### src/core/bridge_hdr_pkg.sv
// Constants for the bridge header slice: offsets, field positions, reset and fixed values.
// Assumes the configuration port addresses whole dwords by byte offset.
package bridge_hdr_pkg;

  // Dword offsets of the header slice.
  localparam logic [7:0]  OFF_HEADER_DW     = 8'h0C;
  localparam logic [7:0]  OFF_WIN_BASE_LO   = 8'h10;
  localparam logic [7:0]  OFF_WIN_BASE_HI   = 8'h14;
  localparam logic [7:0]  OFF_BUS_NUMBERS   = 8'h18;
  localparam logic [7:0]  OFF_IO_WINDOW     = 8'h1C;

  // Header layout dword fields.
  localparam int          LAYOUT_LSB        = 16;
  localparam int          LAYOUT_MSB        = 22;
  localparam int          MULTI_FUNC_BIT    = 23;
  localparam logic [6:0]  LAYOUT_BRIDGE     = 7'h01;

  // Low and high base register fields.
  localparam int          SPACE_BIT         = 0;
  localparam int          ADDR_TYPE_LSB     = 1;
  localparam int          ADDR_TYPE_MSB     = 2;
  localparam int          PREFETCH_BIT      = 3;
  localparam int          WIN_ADDR_LSB      = 17;
  localparam logic [1:0]  ADDR_TYPE_32      = 2'h0;
  localparam logic [1:0]  ADDR_TYPE_64      = 2'h2;
  localparam logic [14:0] WIN_ADDR_RESET    = 15'h0000;
  localparam logic [31:0] WIN_BASE_HI_RESET = 32'h0000_0000;

  // Bus number dword fields.
  localparam logic [7:0]  BUS_NUM_RESET     = 8'h00;
  localparam logic [7:0]  LATENCY_FIXED     = 8'h00;

  // I/O window dword fields.
  localparam logic [3:0]  IO_CAP_32BIT      = 4'h1;
  localparam logic [3:0]  IO_ADDR_RESET     = 4'h0;
  localparam logic [11:0] IO_BOTTOM_FILL    = 12'h000;
  localparam logic [11:0] IO_TOP_FILL       = 12'hFFF;

endpackage

### src/core/bridge_header_bus_io_window_regs.sv
// Bridge header slice: layout byte, switch register window, bus numbers, I/O window and forwarding check.
// Assumes a configuration agent on the same clock issuing one-cycle dword read and write strobes.
//
// Contract
// - Layout field bits 22:16 always read 01h.
// - Bit 23 reads 1 upstream, 0 downstream.
// - Window base bits 0 and 3 read zero.
// - Both window base registers only on upstream.
// - Base bits 31:17 writable, bits 16:4 zero.
// - High base read-only unless type is 10b.
// - High base fully writable in 64-bit mode, reset zero.
// - Primary bus number byte writable, reset 00h.
// - Secondary bus number byte writable, reset 00h.
// - Subordinate bus number byte writable, reset 00h.
// - I/O base and limit low nibbles read 1h.
// - I/O bottom address bits 15:12 writable, rest zero.
// - I/O top address bits 15:12 writable, rest ones.
// - Forward I/O only inside the programmed window.
// - I/O upper 16 bits come from extension inputs.
// - Latency byte reserved, always reads 00h.
`timescale 1ns/1ps
module bridge_header_bus_io_window_regs
  import bridge_hdr_pkg::*;
#(
  parameter bit WIN_64BIT = 1'b0
) (
  // Clock and reset
  input  wire logic        clk,
  input  wire logic        rstn,
  // Port role, static while out of reset
  input  wire logic        is_upstream,
  // Configuration access
  input  wire logic        cfg_wr,
  input  wire logic        cfg_rd,
  input  wire logic [7:0]  cfg_addr,
  input  wire logic [3:0]  cfg_be,
  input  wire logic [31:0] cfg_wdata,
  output logic [31:0]      cfg_rdata,
  output logic             cfg_rd_valid,
  // Upper halves of the I/O window from the extension registers
  input  wire logic [15:0] io_bottom_upper,
  input  wire logic [15:0] io_top_upper,
  // I/O forwarding check
  input  wire logic        io_req_valid,
  input  wire logic [31:0] io_req_addr,
  output logic             io_fwd_valid,
  output logic             io_fwd_hit,
  // Programmed values seen by the rest of the port
  output logic [7:0]       primary_bus,
  output logic [7:0]       secondary_bus,
  output logic [7:0]       subordinate_bus,
  output logic [63:0]      switch_window_base
);

  localparam logic [1:0] ADDR_TYPE = WIN_64BIT ? ADDR_TYPE_64 : ADDR_TYPE_32;

  logic [14:0] win_addr_q;
  logic [31:0] win_hi_q;
  logic [7:0]  pri_bus_q;
  logic [7:0]  sec_bus_q;
  logic [7:0]  sub_bus_q;
  logic [3:0]  io_bottom_q;
  logic [3:0]  io_top_q;
  logic [31:0] rdata_d;
  logic [31:0] rdata_q;
  logic        rd_valid_q;
  logic        fwd_valid_q;
  logic        fwd_hit_q;
  logic        win_wr;
  logic        win_hi_wr;
  logic        bus_wr;
  logic        io_wr;
  logic        hi_writable;
  logic [31:0] io_bottom_addr;
  logic [31:0] io_top_addr;
  logic        io_hit;

  // Address decode; the base registers vanish on downstream ports.
  assign win_wr      = cfg_wr && is_upstream && (cfg_addr == OFF_WIN_BASE_LO);
  assign hi_writable = (ADDR_TYPE == ADDR_TYPE_64);
  assign win_hi_wr   = cfg_wr && is_upstream && hi_writable && (cfg_addr == OFF_WIN_BASE_HI);
  assign bus_wr      = cfg_wr && (cfg_addr == OFF_BUS_NUMBERS);
  assign io_wr       = cfg_wr && (cfg_addr == OFF_IO_WINDOW);

  // Only bits 31:17 of the low base hold state; bits 23:17 sit in byte lane 2.
  always_ff @(posedge clk) begin
    if (!rstn) begin
      win_addr_q <= WIN_ADDR_RESET;
    end else if (win_wr) begin
      if (cfg_be[2]) begin
        win_addr_q[6:0] <= cfg_wdata[23:WIN_ADDR_LSB];
      end
      if (cfg_be[3]) begin
        win_addr_q[14:7] <= cfg_wdata[31:24];
      end
    end
  end

  always_ff @(posedge clk) begin
    if (!rstn) begin
      win_hi_q <= WIN_BASE_HI_RESET;
    end else if (win_hi_wr) begin
      for (int b = 0; b < 4; b++) begin
        if (cfg_be[b]) begin
          win_hi_q[b*8 +: 8] <= cfg_wdata[b*8 +: 8];
        end
      end
    end
  end

  // Bus numbers; lane 3 is the reserved latency byte and is dropped.
  always_ff @(posedge clk) begin
    if (!rstn) begin
      pri_bus_q <= BUS_NUM_RESET;
      sec_bus_q <= BUS_NUM_RESET;
      sub_bus_q <= BUS_NUM_RESET;
    end else if (bus_wr) begin
      if (cfg_be[0]) begin
        pri_bus_q <= cfg_wdata[7:0];
      end
      if (cfg_be[1]) begin
        sec_bus_q <= cfg_wdata[15:8];
      end
      if (cfg_be[2]) begin
        sub_bus_q <= cfg_wdata[23:16];
      end
    end
  end

  // I/O window nibbles; the capability nibbles beside them hold no state.
  always_ff @(posedge clk) begin
    if (!rstn) begin
      io_bottom_q <= IO_ADDR_RESET;
      io_top_q    <= IO_ADDR_RESET;
    end else if (io_wr) begin
      if (cfg_be[0]) begin
        io_bottom_q <= cfg_wdata[7:4];
      end
      if (cfg_be[1]) begin
        io_top_q <= cfg_wdata[15:12];
      end
    end
  end

  // Read mux; anything outside this slice reads as zero.
  always_comb begin
    rdata_d = 32'h0000_0000;
    if (cfg_addr == OFF_HEADER_DW) begin
      rdata_d[LAYOUT_MSB:LAYOUT_LSB] = LAYOUT_BRIDGE;
      rdata_d[MULTI_FUNC_BIT]        = is_upstream;
    end else if (cfg_addr == OFF_WIN_BASE_LO) begin
      if (is_upstream) begin
        rdata_d[SPACE_BIT]                     = 1'b0;
        rdata_d[ADDR_TYPE_MSB:ADDR_TYPE_LSB]   = ADDR_TYPE;
        rdata_d[PREFETCH_BIT]                  = 1'b0;
        rdata_d[31:WIN_ADDR_LSB]               = win_addr_q;
      end
    end else if (cfg_addr == OFF_WIN_BASE_HI) begin
      if (is_upstream) begin
        rdata_d = win_hi_q;
      end
    end else if (cfg_addr == OFF_BUS_NUMBERS) begin
      rdata_d = {LATENCY_FIXED, sub_bus_q, sec_bus_q, pri_bus_q};
    end else if (cfg_addr == OFF_IO_WINDOW) begin
      rdata_d[15:0] = {io_top_q, IO_CAP_32BIT, io_bottom_q, IO_CAP_32BIT};
    end
  end

  // A read in the same cycle as a write returns the value before the write.
  always_ff @(posedge clk) begin
    if (!rstn) begin
      rdata_q    <= 32'h0000_0000;
      rd_valid_q <= 1'b0;
    end else begin
      rd_valid_q <= cfg_rd;
      if (cfg_rd) begin
        rdata_q <= rdata_d;
      end
    end
  end

  // Full window edges: extension inputs above, programmed nibble, then fixed fill.
  assign io_bottom_addr = {io_bottom_upper, io_bottom_q, IO_BOTTOM_FILL};
  assign io_top_addr    = {io_top_upper, io_top_q, IO_TOP_FILL};

  io_window_match u_io_match (
    .bottom (io_bottom_addr),
    .top    (io_top_addr),
    .addr   (io_req_addr),
    .hit    (io_hit)
  );

  // The decision is registered so the forwarding path sees a clean flop output.
  always_ff @(posedge clk) begin
    if (!rstn) begin
      fwd_valid_q <= 1'b0;
      fwd_hit_q   <= 1'b0;
    end else begin
      fwd_valid_q <= io_req_valid;
      fwd_hit_q   <= io_req_valid && io_hit;
    end
  end

  assign cfg_rdata          = rdata_q;
  assign cfg_rd_valid       = rd_valid_q;
  assign io_fwd_valid       = fwd_valid_q;
  assign io_fwd_hit         = fwd_hit_q;
  assign primary_bus        = pri_bus_q;
  assign secondary_bus      = sec_bus_q;
  assign subordinate_bus    = sub_bus_q;
  // Upper half is meaningful only in 64-bit mode; it stays zero otherwise.
  assign switch_window_base = {win_hi_q, win_addr_q, 17'h0_0000};
endmodule // bridge_header_bus_io_window_regs

### src/core/io_window_match.sv
// Inclusive address range compare used for I/O forwarding decisions.
// Assumes bottom and top are already assembled to full 32-bit addresses.
`timescale 1ns/1ps
module io_window_match (
  // Window edges
  input  wire logic [31:0] bottom,
  input  wire logic [31:0] top,
  // Address under test
  input  wire logic [31:0] addr,
  output logic             hit
);

  // A top below the bottom yields an empty window, which is how software shuts I/O forwarding off.
  assign hit = (addr >= bottom) && (addr <= top);

endmodule // io_window_match

### config.mk
export PLATFORM = sky130hd
export DESIGN_NAME = bridge_header_bus_io_window_regs
export DESIGN_NICKNAME = d
export VERILOG_FILES = /design/src/core/bridge_hdr_pkg.sv /design/src/core/bridge_header_bus_io_window_regs.sv /design/src/core/io_window_match.sv
export SDC_FILE = /design/constraint.sdc
export NUM_CORES = 1
export LEC_CHECK = 0
export BUFFER_PORTS_ARGS = -buffer_cell sky130_fd_sc_hd__clkbuf_2
export CAP_MARGIN = 20
export CORE_MARGIN = 2
export CORE_UTILIZATION = 39
export DETAILED_ROUTE_END_ITERATION = 10
export PLACE_DENSITY_LB_ADDON = 0.05
export SLEW_MARGIN = 20
export SYNTH_ARGS = -nofsm -noshare
export SYNTH_HDL_FRONTEND = slang
export SYNTH_SLANG_ARGS = --single-unit
### constraint.sdc
create_clock -name clk -period 2.3 [get_ports clk]
set_input_delay 0 -clock clk [delete_from_list [all_inputs] [get_ports clk]]
set_output_delay 0 -clock clk [all_outputs]
set_load 0.05 [all_outputs]
# Word-level counts from Yosys, hierarchy flattened
# Index checks and enable logic that the tools add are counted.
word_totals:
  regBits: 82
  in_bits: 114
  output_inout_bits: 123
  word_cells: 42
op_classes:
  n_lt_le_gt_ge: 2
  eq_ne: 5
  mux: 11
  n_reduce_logical: 13
op_table:
  columns: ["op", "n"]
  rows:
  - ["$mux 16", 3]
  - ["$eq 8x5->1 const B", 4]
  - ["$ge 32x32->1", 1]
  - ["$le 32x32->1", 1]
  - ["$mux 15", 2]
  - ["$mux 24", 1]
  - ["$mux 8", 3]
  - ["$reduce_and 2->1", 7]
  - ["$mux 13", 1]
  - ["$eq 8x4->1 const B", 1]
  - ["$logic_and 1x1->1", 6]
  - ["$mux 4", 1]

# Logic depth before layout (Yosys ltp)
# Gate-level depths: netlist of run 1.
depth:
  depth_word: 6
  ltp_mapped: 7
  depth_no_buf: 7

# Hierarchy
# A second synthesis of run 1 with hierarchy kept.
hier_totals:
  cells_unflattened: 624
  area_unflattened_um2: 5238.8
modules_own_cells:
  columns: ["module", "instances", "cells_per_inst", "area_each_um2", "seq_area_each_um2"]
  rows:
  - ["bridge_header_bus_io_window_regs", 1, 398, 3634.7, 1641.6]
  - ["io_window_match", 1, 226, 1604.0, 0.0]

# Worst setup path after synthesis of run 1
# Ideal clock, no wire load.
synth_timing:
  path_kind: "reg2reg"
  start: "register io_bottom_q[1]"
  end: "register fwd_hit_q (netlist: io_fwd_hit)"
  setup_time_ps: 138
  arrival_time_ps: 1607
  t_required_ps: 2162
  path_slack_ps: 555
  path_stages_with_launch: 8
  n_path_buf: 0
  synth_period_minus_slack_ps: 1745
  path_cell_list: "dfxtp_1 inv_1 ha_1 nor2b_1 a2111oi_0 a2111oi_0 o311ai_0 a22oi_1"
synth_between:
  elab_chain_len: 3
synth_rtl:
  columns: ["item", "line", "text"]
  rows:
  - ["start: declaration", "bridge_header_bus_io_window_regs.sv:62", "logic [3:0] io_bottom_q;"]
  - ["start signal: assignment", "bridge_header_bus_io_window_regs.sv:137", "io_bottom_q <= cfg_wdata[7:4];"]
  - ["$ge 32x32->1", "io_window_match.sv:14", "assign hit = (addr >= bottom) && (addr <= top);"]
  - ["$logic_and 1x1->1", "io_window_match.sv:14", null]
  - ["$logic_and 1x1->1", "bridge_header_bus_io_window_regs.sv:200", "fwd_hit_q <= io_req_valid && io_hit;"]
  - ["end signal: assignment", "bridge_header_bus_io_window_regs.sv:200", null]
  - ["end: declaration", "bridge_header_bus_io_window_regs.sv:68", "logic fwd_hit_q;"]
# No other way between the ends.
# A chain may end at the register's enable or synchronous reset.

# Worst setup path after layout of run 1
# Ends and elaborated chain as after synthesis.

==> results.txt, run 1 <==
----------------------------------------------------
[Clock network]
  Worst skew pair latency ... 0.34 ns
  Clock tree sinks ... 82
  CTS tree ... yes
  Root buffer cell ... clkbuf_16
  Clock H-tree levels ... 3
  Clock Pin Slew Worst Setup and Hold Paths ... 0.06 ns
  Clk buf depth ... 2
  Num CTS Buffers ... 9

[Critical path]
  Worst setup path category ... flip-flop to flip-flop
  Buffer and inverter count on the worst path ... 1
  Critical Path Source Type ... flip-flop
  Critical path capture point type ... flip-flop
  Endpoint arrival time on the critical path ... 2.25 ns
  Largest fanout on the critical path ... 3
  Cell chain of the critical path ... inv_1 -> ha_1 -> nor4b_1 -> nand4_1 -> a2111oi_1 -> o311ai_0 -> a22oi_1
  CP required ... 2.56 ns
  Crit-path leading delay family ... compound AO/OA/AOI/OAI gates
  Critical path's slowest cell ... a2111oi_1
  Maximum single-stage delay on the critical path ... 0.48 ns

[Finish]
  Leading cell types in the layout, fill and taps excluded ... clkbuf_2, dfxtp_1, nor2b_1
  Most frequent standard cell in the layout excluding fill and tap cells ... clkbuf_2
  Final cell area excluding filler cells ... 6220 um2
  Ratio of cells with drive above 1 in the final layout ... 29.9%
  Area taken by multi-input logic gates ... 2620 um2
  Area growth from synthesis to layout ... 32.1%
  Ant diodes ... 0
  Filler cells ... 1142
  Area occupied by registers ... 1640 um2
  # nets final ... 877

[Floorplan]
  Row count ... 40
  DIE WIDTH ... 114 um
  Die extent in y ... 114 um
  # IOs ... 237
  Initial cell density of the core ... 39.5%
  Core region area ... 11900 um2
  Total Die Area ... 13000 um2

[Global route]
  Wire length of the first global-routing pass ... 20500 um
  Initial antenna violation count ... 0
  GRT overflow ... 0
  Global router's overall resource usage ... 20.2%
  Number of global-route vias before repair ... 4140
  Maximum number of pins on one net before global-route repair ... 38

[Power and ir drop]
  Power per cell area ... 536 nW/um2
  Leakage ... 2.88 nW
  Maximum ir drop on the vdd rail ... 0.440 mV

[Detailed routing]
  Per-cell routed wire length ... 14.7 um
  Vias post-DR ... 4133
  Iter 0 DRT Violations ... 154
  Detailed-route wire length ... 12900 um
  Final ANT Viol Nets ... 0
  Total DRC errors in the routed layout ... 0
  First-pass detailed-route iteration total ... 4
  Via density ... 4.72

[Timing]
  Maximum clock frequency ... 503 MHz
  Setup tns final ... 0 ns
  Hold violation total from the final report ... 0
  Setup repair after global routing missed its margin ... false
  Shortest period the worst path allows ... 1.99 ns
  Crit share post-route ... 86.5%
  WHS ... 0.0583 ns
  Final Slew Violations ... 0
  Slew at the pin closest to its max-slew limit ... 0.550 ns
  Worst Skew ... 0.00682 ns
  Worst slew margin relative to its limit ... 63.3%
  PnR worst setup slack ... 0.310 ns
  Setup-failing EPs final ... 0

[Synth]
  Ys async rst share ... 0%
  Simple-Gate Fraction of Synth Area ... 18.7%
  Main combinational cell family by area after synthesis ... simple AND/OR/NAND/NOR gates
  Post-synth top area share ... 34.9%
  Synthesized-area fraction occupied by ao, oa, aoi and oai cells ... 12.1%
  Count of mapped cells out of synthesis ... 504
  Portion of the post-synthesis area used by sequential elements ... 34.9%
  Post-synthesis average cell area ... 9.34 um2
  Fraction of synthesized area in multiplexers ... 10.2%
  Synth cell types ... 44
  Library cell with the largest summed area after synthesis ... dfxtp_1
  Primary FF master, synth ... dfxtp_1
  Total standard cell area after synthesis ... 4710 um2
  Xor and xnor area share after synthesis ... 0%
  Count of warnings emitted by yosys ... 0
  Biggest area contributors in the synthesized netlist ... dfxtp_1, ha_1, mux2i_1, nor2b_1, buf_4
  Synth Register Bits ... 82
  Area share of fa/ha/maj cells after synthesis ... 10.6%
  EDFF count, synth ... 0

[Place]
  Worst slack at placement ... 0.233 ns
  PortBufs ... 187
  Weighted congestion reported at the end of routability-driven placement ... 0.852
  Area after detailed placement ... 5620 um2
  Detailed Place HPWL ... 10100 um

[Run]
  Max-capacitance violation count ... 0

[Worst hold path]
  Class of the tightest hold or removal check ... primary input to flip-flop

[Outcome]
  Run status ... finished clean

----------------------------------------------------
[tightest hold or removal path, delay by kind of cell]
kind / cells / cell delay, ns
buf+inv: 1 / 0.15
compound gates: 2 / 0.20
[flip-flops by register name, summed over array words and instances, names as in the netlist]
register,flops
cfg_rd_valid,1
win_addr_q,15
io_fwd_valid,1
io_fwd_hit,1
secondary_bus,8
primary_bus,8
subordinate_bus,8
io_top_q,4
cfg_rdata,32
io_bottom_q,4
[synthesized netlist by cell type, types with 2 or more instances]
| cell type | count |
|---|---|
| dfxtp_1 | 82 |
| nand2_1 | 21 |
| nor2b_1 | 68 |
| a221oi_1 | 2 |
| ha_1 | 40 |
| nand3_1 | 4 |
| buf_2 | 3 |
| nor4b_1 | 2 |
| a21o_1 | 8 |
| and4_1 | 8 |
| nand2b_1 | 2 |
| clkbuf_2 | 2 |
| a2111oi_0 | 2 |
| o2111ai_1 | 2 |
| nand4_1 | 8 |
| a21oi_1 | 15 |
| a222oi_1 | 3 |
| clkbuf_1 | 11 |
| mux2i_1 | 48 |
| o2bb2ai_1 | 2 |
| o21ai_0 | 12 |
| a22oi_1 | 26 |
| a21boi_0 | 4 |
| nor4_1 | 2 |
| buf_4 | 54 |
| and2_1 | 8 |
| inv_1 | 41 |
| and3_1 | 5 |
| nor2_1 | 4 |
[logic make-up after synthesis]
family	Yosys count
AOI/OAI and AO/OA	82
adders and majority gates	40
buffers and inverters	113
DFF	82
muxes	48
other	1
and+or+nand+nor	138
[final cells by class]
class,instances,area share [%]
Clock buffer,11,3.90
Clock inverter,5,0.483
Inverter,42,2.53
Multi-Input combinational cell,357,42.1
Sequential cell,82,26.4
Tap cell,147,2.96
Timing Repair Buffer,231,21.7
[routing by layer]
metal / up-vias / GRT usage (%) / part of all wire (%)
met5: - / 0 / 0
met4: 0 / 6.02 / 1.7
met3: 17 / 5.31 / 5.7
met2: 142 / 34.5 / 48
met1: 1884 / 25.0 / 44
li1: 2090 / - / -
[per-stage QoR]
| stage | power (mW) | std cells | util, % |
|---|---|---|---|
| 2_1_floorplan | 1.88 | 552 | - |
| 3_3_place_gp | 1.98 | 826 | 47.2 |
| 3_5_place_dp | 1.99 | 826 | 47.2 |
| 4_1_cts | 3.38 | 875 | 52.2 |
| 5_1_grt | 3.49 | 875 | 52.2 |
| 6_report | 3.34 | 875 | 52.2 |
[power by group]
part           internal (mW)  switching (mW)
combinational          0.205           0.369
sequential              1.42         0.00188
clock                  0.755           0.581
total                   2.38           0.951
[worst paths after layout]
| check | start | to | slack [ns] | depth (start not counted) |
|---|---|---|---|---|
| worst min register to register | cfg_rdata[6] | cfg_rdata[6] | 0.46 | 2 |
| worst max register to register | io_bottom_q[1] | io_fwd_hit | 0.31 | 7 |
| worst min-delay path | cfg_addr[4] | cfg_rdata[0] | 0.06 | 3 |
| worst max-delay path | io_bottom_q[1] | io_fwd_hit | 0.31 | 7 |
[what timing repair did]
action | in CTS | in global routing
resized for setup | 0 | 1
setup buffers | 0 | 0
hold endpoints to repair | 48 | 0
hold buffers | 33 | 0
endpoints found under the setup margin | 0 | 1
No activity file was read; power rests on OpenSTA's default activity.
==> inputs of run 2 (changes only) <==
--- a/config.mk
+++ b/config.mk
@@ -5,6 +5,7 @@
 export SDC_FILE = /design/constraint.sdc
 export NUM_CORES = 1
 export LEC_CHECK = 0
+export ABC_AREA = 1
 export BUFFER_PORTS_ARGS = -buffer_cell sky130_fd_sc_hd__clkbuf_2
 export CAP_MARGIN = 20
 export CORE_MARGIN = 2
==> run 2 against run 1 <==
Maximum frequency rose by 37%; count of clock-buffer cells in the layout did not move; first-iteration DRC count up 49%; synthesized cell count grew 38%; combinational power is 3% higher; wire length rose by 7.9%; hold slack better by 0.014 ns; register-to-register slack improved by 0.54 ns; largest cell class unchanged.
==> results.txt, run 2 <==
----------------------------------------------------
[Synth]
  Ys async rst share ... 0% (unchanged)
  Library cell with the largest summed area after synthesis ... dfxtp_1
  Synth cell types ... 31 (-30%)
  Portion of the post-synthesis area used by sequential elements ... 34.1% (-0.73 points)
  Primary FF master, synth ... dfxtp_1
  Synth Register Bits ... 82 (unchanged)
  EDFF count, synth ... 0 (unchanged)
  Biggest area contributors in the synthesized netlist ... dfxtp_1, nand2_1, ha_1, buf_4, a21oi_1
  Total standard cell area after synthesis ... 4810 um2 (+2.1%)
  Count of mapped cells out of synthesis ... 696 (+38%)
  Leading cell type by number of instances after synthesis ... nand2_1
  Post-synth top area share ... 34.1% (-0.73 points)
  Post-synthesis average cell area ... 6.91 um2 (-26%)
  Leading post-synthesis cells by instance count ... nand2_1, inv_1, nor2_1
  Count of warnings emitted by yosys ... 0 (unchanged)

[Global route]
  Global router's overall resource usage ... 21.0% (+0.85 points)
  GRT overflow ... 0 (unchanged)
  Maximum number of pins on one net before global-route repair ... 46 (+21%)
  Global-route met1 utilization ... 27.2% (+2.2 points)
  Global-route track usage on met3 ... 4.96% (-0.36 points)
  Initial antenna violation count ... 0 (unchanged)
  Number of global-route vias before repair ... 4733 (+14%)
  Most Crowded Layer GR ... met2
  Wire length of the first global-routing pass ... 22200 um (+8.1%)
  Fraction of met2 tracks used by global routing ... 35.1% (+0.57 points)

[Floorplan]
  DIE WIDTH ... 115 um (+1.0%)
  Core region area ... 12000 um2 (+0.84%)
  Total Die Area ... 13200 um2 (+2.0%)
  Initial cell density of the core ... 40.0% (+0.50 points)
  Row count ... 40 (unchanged)
  Die extent in y ... 115 um (+1.0%)
  # IOs ... 237 (unchanged)

[Power and ir drop]
  Combinational share of power ... 17.3% (about the same)
  Maximum ir drop on the vdd rail ... 0.310 mV (-30%)
  Clock power frac ... 41.1% (+1.1 points)
  Power per cell area ... 545 nW/um2 (+1.7%)
  Internal power component ... 2.45 mW (+2.8%)
  Leakage ... 3.28 nW (+14%)
  Net switching share of the total power ... 28.6% (+0.031 points)
  Fraction of power consumed by sequential logic ... 41.6% (-1.1 points)
  Switching power ... 980 uW (+3.0%)

[Finish]
  Ratio of cells with drive above 1 in the final layout ... 24.7% (-5.3 points)
  Count of placed standard cells in the final layout, fillers left out ... 1063 (+21%)
  Number of flip-flops under the largest register name ... 32 (unchanged)
  Most frequent standard cell in the layout excluding fill and tap cells ... clkbuf_2
  Final cell area excluding filler cells ... 6290 um2 (+1.2%)
  Leading cell types in the layout, fill and taps excluded ... clkbuf_2, nand2_1, inv_1
  # nets final ... 1065 (+21%)
  Ant diodes ... 0 (unchanged)
  Area growth from synthesis to layout ... 30.9%

[Worst hold path]
  Class of the tightest hold or removal check ... primary input to flip-flop
  Hold Crit Start ... cfg_be[3]
  Hold-critical path depth ... 5 (+2)
  Worst Hold Path EP ... win_addr_q[13]

[Detailed routing]
  Iter 0 DRT Violations ... 229 (+49%)
  Via density ... 4.59 (-2.8%)
  Per-cell routed wire length ... 13.1 um (-11%)
  Total DRC errors in the routed layout ... 0 (unchanged)
  First-pass detailed-route iteration total ... 4 (unchanged)
  Vias post-DR ... 4880 (+18%)
  Final ANT Viol Nets ... 0 (unchanged)
  Detailed-route wire length ... 13900 um (+7.9%)

[Critical path]
  Origin of the critical flop-to-flop path ... io_top_q[3]
  Endpoint of the worst register-to-register path ... io_fwd_hit
  CP required ... 2.53 ns (-0.03 ns)
  Flop-to-flop setup slack ... 0.85 ns (+0.54 ns)
  Largest fanout on the critical path ... 2 (-1)
  Worst setup path category ... flip-flop to flip-flop
  R2r worst-path depth ... 9 (+2)
  Critical path capture point type ... flip-flop
  Endpoint arrival time on the critical path ... 1.68 ns (-0.57 ns)
  Critical Path Source Type ... flip-flop
  Worst setup startpoint ... io_top_q[3]

[Clock network]
  Worst skew pair latency ... 0.33 ns (about the same)
  Clock H-tree levels ... 3 (unchanged)
  Post-cts gate resize count ... 0 (unchanged)
  Clk buf depth ... 2 (unchanged)
  Post-cts hold buffer count ... 33 (unchanged)
  Num CTS Buffers ... 9 (unchanged)
  CTS tree ... yes
  Clock Pin Slew Worst Setup and Hold Paths ... 0.06 ns (about the same)
  Setup Buffers After CTS ... 0 (unchanged)
  Root buffer cell ... clkbuf_16
  Clock tree sinks ... 82 (unchanged)

[Place]
  Number of instances in the placed design ... 1014 (+23%)
  Area after detailed placement ... 5680 um2 (+1.0%)
  Weighted congestion reported at the end of routability-driven placement ... 0.845 (-0.74%)
  PortBufs ... 187 (unchanged)
  Detailed Place HPWL ... 10800 um (+7.4%)

[Timing]
  Hold violation total from the final report ... 0 (unchanged)
  Setup-failing EPs final ... 0 (unchanged)
  Maximum clock frequency ... 691 MHz (+37%)
  Final Slew Violations ... 0 (unchanged)
  Crit share post-route ... 62.9% (-24 points)
  Slew at the pin closest to its max-slew limit ... 0.836 ns (+0.286 ns)
  Setup repair after global routing missed its margin ... false
  Worst Skew ... 0.00614 ns (-0.000682 ns)
  Setup tns final ... 0 ns (unchanged)
  WHS ... 0.0723 ns (+0.0140 ns)
  Shortest period the worst path allows ... 1.45 ns (-0.542 ns)
  Worst slew margin relative to its limit ... 44.2% (-19 points)

[Run]
  Max-capacitance violation count ... 0 (unchanged)

[Outcome]
  Run status ... finished clean

----------------------------------------------------
run 2: cell count changes in the layout (fill, tap and decap cells not counted), sizes merged, moves of 6 or more:
| cell | previous run | this run |
|---|---|---|
| a21o | 8 | 2 |
| nand2 | 21 | 169 |
| inv | 41 | 91 |
| and2 | 8 | 1 |
| o21ai | 12 | 47 |
| nor2 | 4 | 91 |
| and4 | 8 | 0 |
| buf | 11 | 4 |
| nand3 | 4 | 24 |
| nor2b | 68 | 0 |
| nor3 | 0 | 6 |
| mux2i | 48 | 0 |
| a21oi | 15 | 65 |
| a22oi | 26 | 0 |
run 2: layout make-up:
type / instances / area, um2
multi-input cells: 503 / 2540
clock inverters: 5 / 55.1
flip-flops and latches: 82 / 1640
repair buffers: 224 / 1300
fillers: 1232 / 5720
well taps: 147 / 184
clock buffers: 11 / 233
inverters: 91 / 342
run 2: power by group through the flow:
stage          clock network [mW]  registers (mW)  logic [mW]
3_3_place_gp                    0            1.46       0.541
5_1_grt                      1.50            1.43       0.659
3_5_place_dp                    0            1.46       0.549
2_1_floorplan                   0            1.48       0.426
4_1_cts                      1.44            1.43       0.595
6_report                     1.41            1.43       0.593
run 2: cells by family (layout without fill, tap and decap cells):
| family | Yosys count | after routing | synth area share (%) |
|---|---|---|---|
| buffers and inverters | 159 | 331 | 16.8 |
| other | 1 | 49 | 0.0780 |
| AOI/OAI and AO/OA | 117 | 117 | 12.5 |
| adders and majority gates | 40 | 40 | 10.4 |
| and+or+nand+nor | 297 | 297 | 26.1 |
| DFF | 82 | 82 | 34.1 |
run 2: metrics by stage:
stage	util, %	setup WS, ns	power [mW]
5_1_grt	52.4	0.663	3.59
3_5_place_dp	47.3	0.620	2.01
2_1_floorplan	-	1.11	1.90
6_report	52.4	0.852	3.43
4_1_cts	52.4	0.811	3.47
3_3_place_gp	47.3	0.733	2.00
run 2: critical path: stages, from the launching register on:
cell and delay, ns:
dfxtp_1 0.33, inv_1 0.07, ha_1 0.29, nand2_1 0.08, o21ai_0 0.25, nand2_1 0.08, nand2_1 0.07, nor2_1 0.04
nor2_1 0.09, nor2_1 0.05
run 2: worst max path at each step:
| stage | endpoint | slack [ns] | cells past startpoint |
|---|---|---|---|
| finish | io_fwd_hit | 0.85 | 9 |
| global route | io_fwd_hit | 0.66 | 9 |
| CTS | io_fwd_hit | 0.81 | 9 |
| global placement | secondary_bus[0] | 0.73 | 9 |
| detailed placement | subordinate_bus[2] | 0.62 | 7 |
| floorplan | io_fwd_hit | 1.11 | 9 |
run 2: layer usage:
layer  wire length (um)  share of wire [%]
met2               6380                 46
met4                185                1.3
met3                933                6.7
met1               6370                 46
met5                  0                  0
